[src/rtl/bmrs_consts.vh]
// constants for the boot mode and reset select block
`ifndef BMRS_CONSTS_VH
`define BMRS_CONSTS_VH
// boot mode encodings
`define BMRS_MODE_NONE 2'h0
`define BMRS_MODE_EPROM 2'h1
`define BMRS_MODE_HOST 2'h2
`define BMRS_MODE_BAD 2'h3
// eprom data width in bits
`define BMRS_EPROM_WIDTH 8
// reset vector default
`define BMRS_RESET_VECTOR 24'h020004
// reset sequencer states
`define BMRS_ST_RESET 2'h0
`define BMRS_ST_SAMPLE 2'h1
`define BMRS_ST_RUN 2'h2
// last count of the settle wait, synchroniser plus filter depth
`define BMRS_SETTLE_LAST 3'h3
`endif

[src/rtl/bmrs_sync.v]
// three stage synchroniser for pin inputs with agreement filter
`timescale 1ns/1ns
module bmrs_sync #(
  parameter WIDTH = 3
) (
  input wire clk,
  input wire reset_n,
  input wire [WIDTH-1:0] din,
  output reg [WIDTH-1:0] dout
);
  reg [WIDTH-1:0] s1_r;
  reg [WIDTH-1:0] s2_r;
  reg [WIDTH-1:0] s3_r;
  genvar i;

  // first stage feeds only the second stage
  always @(posedge clk or negedge reset_n) begin
    if (!reset_n) begin
      s1_r <= {WIDTH{1'b0}};
      s2_r <= {WIDTH{1'b0}};
      s3_r <= {WIDTH{1'b0}};
    end else begin
      s1_r <= din;
      s2_r <= s1_r;
      s3_r <= s2_r;
    end
  end

  // output changes only when stages two and three agree
  generate
    for (i = 0; i < WIDTH; i = i + 1) begin : g_bit
      always @(posedge clk or negedge reset_n) begin
        if (!reset_n) begin
          dout[i] <= 1'b0;
        end else if (s2_r[i] == s3_r[i]) begin
          dout[i] <= s3_r[i];
        end
      end
    end
  endgenerate
endmodule // bmrs_sync

[src/rtl/bmrs_boot_select.v]
// boot strap decode, boot memory select pin control and reset entry
// Behaviour
// - eprom select high, link low: eprom boot, drive select
// - straps low, select pin high: host boot
// - straps low, select pin low: no boot, external
// - one instruction per input clock period
// - reset gives known state, start at vector
// - eprom boot uses eight bit wide eprom
// - select pin drives only in eprom mode, master
//
// overview
// three strap levels pick one of three boot modes
// eprom mode: select pin becomes the eprom chip select on the bus master
// host mode: select pin is only an input strap
// no boot: core runs straight from external memory
// link strap high is not a supported board setting
// it is flagged on strap_error and the core stays halted
//
// timing after reset release
// edge 1: sequencer leaves reset state, settle count starts
// edges 1 to 3: synchroniser fills, edge 4: agreement filter settles
// edge 5: filtered straps decoded into the held mode
// edge 6: mode, run and select pin enable outputs update
//
// hazards and limits
// straps must stand still from reset until edge 5
// a strap change after capture is ignored until next reset
// select pin enable follows bus ownership one clock late
// select pin value mirrors the chip select request one clock late
// test reset level is filtered like any other pin
// a reset pulse shorter than one clock still clears all state
//
`timescale 1ns/1ns
`include "bmrs_consts.vh"
module bmrs_boot_select #(
  parameter VEC_W = 24,
  parameter [VEC_W-1:0] RESET_VECTOR = `BMRS_RESET_VECTOR
) (
  input wire clk,
  input wire reset_n,
  input wire test_reset_n,
  input wire eprom_boot_select,
  input wire link_boot_strap,
  input wire boot_memory_select_n_i,
  input wire bus_master,
  input wire eprom_cs_req,
  output reg boot_memory_select_n_o,
  output reg boot_memory_select_n_oe,
  output reg [1:0] boot_mode,
  output reg [3:0] eprom_width,
  output reg core_run,
  output reg instr_tick,
  output reg [VEC_W-1:0] start_addr,
  output reg test_logic_ready,
  output reg strap_error
);
  localparam ST_RESET = `BMRS_ST_RESET;
  localparam ST_SAMPLE = `BMRS_ST_SAMPLE;
  localparam ST_RUN = `BMRS_ST_RUN;
  localparam [3:0] EPROM_W = `BMRS_EPROM_WIDTH;

  localparam [2:0] SETTLE_LAST = `BMRS_SETTLE_LAST;

  wire [3:0] pins_sync;
  wire settled;
  wire running;
  wire valid_mode;
  reg [1:0] state_r;
  reg [1:0] state_nxt;
  reg [2:0] settle_r;
  reg [2:0] settle_nxt;
  reg [1:0] mode_r;

  // decode of the three strap levels into a boot mode
  function [1:0] bmrs_decode;
    input eb;
    input lb;
    input boot_memory_select_n;
    begin
      if (lb)
        bmrs_decode = `BMRS_MODE_BAD;
      else if (eb)
        bmrs_decode = `BMRS_MODE_EPROM;
      else if (boot_memory_select_n)
        bmrs_decode = `BMRS_MODE_HOST;
      else
        bmrs_decode = `BMRS_MODE_NONE;
    end
  endfunction

  ////////////////////////////////////////////////////////////////////////
  // straps are pins, so they cross into the clock domain first
  // test reset is a pin too, so it shares the synchroniser
  bmrs_sync #(
    .WIDTH(4)
  ) u_sync (
    .clk(clk),
    .reset_n(reset_n),
    .din({eprom_boot_select, link_boot_strap, boot_memory_select_n_i, test_reset_n}),
    .dout(pins_sync)
  );

  ////////////////////////////////////////////////////////////////////////
  // settle count reaches its end once the filter output is trustworthy
  assign settled = (settle_r == SETTLE_LAST);
  assign running = (state_r == ST_RUN);
  assign valid_mode = (mode_r != `BMRS_MODE_BAD);

  // reset sequencer: wait for synchroniser to fill, sample, then run
  always @* begin
    state_nxt = state_r;
    settle_nxt = settle_r;
    case (state_r)
      ST_RESET: begin
        state_nxt = ST_SAMPLE;
        settle_nxt = 3'h0;
      end
      ST_SAMPLE: begin
        if (settled) begin
          state_nxt = ST_RUN;
        end else begin
          settle_nxt = settle_r + 3'h1;
        end
      end
      ST_RUN: begin
        state_nxt = ST_RUN;
      end
      default: begin
        state_nxt = ST_RESET;
        settle_nxt = 3'h0;
      end
    endcase
  end

  // capturing earlier would latch the empty synchroniser, i.e. no boot
  always @(posedge clk or negedge reset_n) begin
    if (!reset_n) begin
      state_r <= ST_RESET;
      settle_r <= 3'h0;
      mode_r <= `BMRS_MODE_NONE;
    end else begin
      state_r <= state_nxt;
      settle_r <= settle_nxt;
      if ((state_r == ST_SAMPLE) && settled) begin
        // mode frozen once running, until the next reset
        mode_r <= bmrs_decode(pins_sync[3], pins_sync[2], pins_sync[1]);
      end
    end
  end

  ////////////////////////////////////////////////////////////////////////
  // mode report and strap fault flag
  always @(posedge clk or negedge reset_n) begin
    if (!reset_n) begin
      boot_mode <= `BMRS_MODE_NONE;
      strap_error <= 1'b0;
      eprom_width <= 4'h0;
    end else begin
      boot_mode <= mode_r;
      strap_error <= running && !valid_mode;
      eprom_width <= (mode_r == `BMRS_MODE_EPROM) ? EPROM_W : 4'h0;
    end
  end

  // select pin: chip select for the eprom, released in other modes
  always @(posedge clk or negedge reset_n) begin
    if (!reset_n) begin
      boot_memory_select_n_o <= 1'b1;
      boot_memory_select_n_oe <= 1'b0;
    end else begin
      // only the bus master may drive, slaves leave the pin floating
      boot_memory_select_n_oe <= running &&
        (mode_r == `BMRS_MODE_EPROM) && bus_master;
      boot_memory_select_n_o <= ~eprom_cs_req;
    end
  end

  // core start: halted on a bad strap rather than running blind
  always @(posedge clk or negedge reset_n) begin
    if (!reset_n) begin
      core_run <= 1'b0;
      instr_tick <= 1'b0;
      start_addr <= {VEC_W{1'b0}};
    end else begin
      core_run <= running && valid_mode;
      start_addr <= RESET_VECTOR;
      // one instruction slot every clock, no divider
      instr_tick <= running && valid_mode;
    end
  end

  // test logic ready follows the filtered test reset level
  always @(posedge clk or negedge reset_n) begin
    if (!reset_n) begin
      test_logic_ready <= 1'b0;
    end else begin
      test_logic_ready <= pins_sync[0];
    end
  end
endmodule // bmrs_boot_select

[config.mk]
export PLATFORM = sky130hd
export DESIGN_NAME = bmrs_boot_select
export DESIGN_NICKNAME = d
export VERILOG_FILES = /design/src/rtl/bmrs_sync.v /design/src/rtl/bmrs_boot_select.v
export VERILOG_INCLUDE_DIRS = /design/src /design/src/rtl
export SDC_FILE = /design/constraint.sdc
export NUM_CORES = 1
export LEC_CHECK = 0
export ABC_AREA = 1
export BUFFER_PORTS_ARGS = -buffer_cell sky130_fd_sc_hd__buf_2
export CAP_MARGIN = 20
export CORE_MARGIN = 2
export CORE_UTILIZATION = 30
export DETAILED_ROUTE_END_ITERATION = 16
export PLACE_DENSITY = 0.62
export SLEW_MARGIN = 20
export SYNTH_ARGS = -nofsm -noshare
export SYNTH_HDL_FRONTEND = slang
export SYNTH_HIERARCHICAL = 1
export SYNTH_SLANG_ARGS = --single-unit
[constraint.sdc]
create_clock -name clk -period 1.75 [get_ports clk]
set_clock_uncertainty 0.05 [all_clocks]
set_input_delay 0.0875 -clock clk [delete_from_list [all_inputs] [get_ports clk]]
set_output_delay 0.0875 -clock clk [all_outputs]
set_load 0.01 [all_outputs]
==> flow_summary.yaml <==
outcome:
  status: "completed"
drt:
  via_per_inst: 3.646
  ant_nets: 0
  drc: 0
  firstDrtPassIters: 4
  wl_um: 1660
  avgRoutedWirePerCell_um: 7.943
  dr.first_iter.drc_count: 50
  num_vias: 762
sta:
  period_needed_ns: 1.288
  setup_viol_count_final: 0
  rsz0062_at_grt: "false"
  hold_viol: 0
  tightest_slew_ns: 0.6897
  fmax_mhz: 776.4
  tns_ns: 0
  max_slew_margin: 0.5402
  fin_crit_sh: 0.7360
  drv_slew: 0
die:
  io_pins: 44
  initial_core_util: 0.3086
  die-area_um2: 4965
  core-area_um2: 4294
  die_h_um: 70.46
  die_w_um: 70.46
  rows: 24
power:
  switching_share: 0.2254
  comb_power_share: 0.079
  p_sw_uw: 346.9
  power.density_nw_per_um2: 1001
  p_leak_uw: 0.0008417
  internal-power_uw: 1192
  pwr-share-clk: 0.393
  vdd_drop_max_uv: 282.7
  seq_power_share: 0.528
clock_network:
  clkTransAtPathRegs_ns: 0.06
  cts_tree: "built"
  cts_setup_buffers: 0
  cts_buffers: 5
  cts_resized: 0
  clock_path_buffers: 2
  clock_latency_ns: 0.28
  htree_levels: 2
  cts-root-buf: "clkbuf_8"
  cts_sinks: 32
critical_path:
  cp_cell_sequence: "ha_1, ha_1, nand2_2, nand2_2, nand2_1, nand2_1"
  r2r-start: "settle_r[0]"
  critPathRequiredTime_ns: 1.87
  cp.arrival_ns: 1.41
  end_kind: "flip-flop"
  crit_start: "settle_r[0]"
  worstSetupPathType: "flip-flop to flip-flop"
  critPathMaxStageDelay_ns: 0.40
  crit_fanout: 5
  startpoint_type: "flip-flop"
  cp_slowest_cell: "dfrtp_1"
yosys:
  synth_cell_types: 14
  avgSynthCellArea_um2: 10.43
  ys_ff_latch: 32
  async_reset_ff_frac: 1.000
  ys_seq_area_frac: 0.6053
  yosysTopAreaCell: "dfrtp_1"
  syn_area_um2: 1325
  yosysTopAreaCellShare: 0.5855
  synthesis.instances: 127
  synthFlopType: "dfrtp_1"
  ys.warnings.count: 6
  synth_edf_count: 0
  synth_area_leaders: "dfrtp_1 59%, buf_4 15%, nand2_1 6.2%, inv_1 5.1%, ha_1 4.7%"
placement:
  hpwlAfterDp_um: 1181
  dp_cells: 194
  place.port_buffers: 18
  post_dp_cell_area_um2: 1368
  gp_routability_congestion: 0.7413
hold_path:
  min_from: "u_sync/s1_r[2]"
  min_path_type: "flip-flop to flip-flop"
cells_and_area:
  final_area_um2: 1538
  diodes: 0
  syn_to_final_growth_pct: 16.05
  drive_above_1_share: 0.1847
  instances_no_fill: 209
  n_fill_cell: 458
  finalNetCount: 169
  final_util: 0.3581
job:
  maxCapViolCount: 0
grt:
  grt_max_degree: 33
  first_global_vias: 680
  grt_antenna_before_repair: 0
  grt_first_pass_wirelength_um: 2863
  grtUsageTotal: 0.07830
  grt-ovfl-total: 0
[final cells by class]
| class | count | area [µm²] | share of cell area |
|---|---|---|---|
| Tap cell | 52 | 65.06 | 0.04231 |
| Clock buffer | 8 | 100.1 | 0.06509 |
| Timing Repair Buffer | 25 | 160.2 | 0.1042 |
| Inverter | 18 | 67.56 | 0.04394 |
| Multi-Input combinational cell | 74 | 342.8 | 0.2229 |
| Sequential cell | 32 | 802.0 | 0.5216 |
[cell usage in the layout, fill, tap and decap left out, types with 2 or more instances in the layout]
cell type      instances
a21oi_1                5
buf_2                 18
clkbuf_8               7
conb_1                26
dfrtp_1               31
dlygate4sd3_1          7
ha_1                   5
inv_1                 18
nand2_1               22
nand2_2                2
nand3_1                3
nor2_1                 7
o21ai_0                2
[power by group through the flow]
stage / logic [µW] / clock network [µW] / registers, µW
finish: 122 / 604 / 812
global placement: 110 / 0 / 824
global route: 139 / 673 / 819
CTS: 125 / 634 / 813
floorplan: 100 / 0 / 833
detailed placement: 113 / 0 / 826
[metrics by stage]
stage | hold slack, ns | total power, µW | worst slack [ns]
4_1_cts | 0.2993 | 1573 | 0.4524
6_report | 0.2957 | 1539 | 0.4620
3_5_place_dp | 0.1305 | 939.5 | 0.4620
5_1_grt | 0.3074 | 1631 | 0.3646
2_1_floorplan | -0.2581 | 933.3 | 0.5432
3_3_place_gp | 0.1233 | 934.9 | 0.4977
[registers in the layout (all words and copies together) (netlist names), 2 cells and up]
name,flops
mode_r,2
u_sync/dout,4
u_sync/s2_r,4
boot_mode,2
settle_r,3
state_r,2
u_sync/s1_r,4
u_sync/s3_r,4
[cells in the mapped netlist (2+ instances only)]
library cell / number
nor2_1: 7
nand2_2: 2
nand2_1: 22
ha_1: 5
o21ai_0: 2
buf_4: 27
dfrtp_1: 31
inv_1: 18
conb_1: 2
a21oi_1: 5
nand3_1: 3
[routing by layer]
layer	vias up	GRT usage	share of wire	wire length [µm]
met1	346	0.08624	0.44	735
met4	0	0.04487	0.020	34
met2	29	0.1122	0.45	744
met3	5	0.05195	0.087	145
met5	-	0	0	0
li1	382	-	-	-
[final timing paths]
kind	to	slack, ns	depth (start not counted)
setup / recovery	settle_r[1]	0.46	6
min in group asynchronous	strap_error	0.34	2
hold / removal	u_sync/s2_r[2]	0.30	0
hold reg to reg	u_sync/s2_r[2]	0.30	0
max in group asynchronous	u_sync/s1_r[3]	0.86	2
setup reg to reg	settle_r[1]	0.46	6
[worst max-delay path, delay by kind of cell (launching register included)]
kind	cells	cell delay, ns
adder cells (fa/ha/maj)	2	0.42
AND/OR/NAND/NOR	4	0.32
flip-flops	1	0.40
[timing repair]
item | 4_1_cts | 5_1_grt
hold endpoints to repair | 37 | 0
endpoints found under the setup margin | 0 | 0
hold buffers | 7 | 0
[kinds of logic (layout without fill, tap and decap cells)]
kind of cell | count (synthesis) | after routing | share of synthesized area
simple gates | 35 | 35 | 0.1077
other cells | 2 | 26 | 0.005668
compound gates | 8 | 8 | 0.03021
flops | 32 | 32 | 0.6053
fa+ha+maj | 5 | 5 | 0.04721
buf+inv | 45 | 51 | 0.2040
Power figures use the tool's default switching activity.
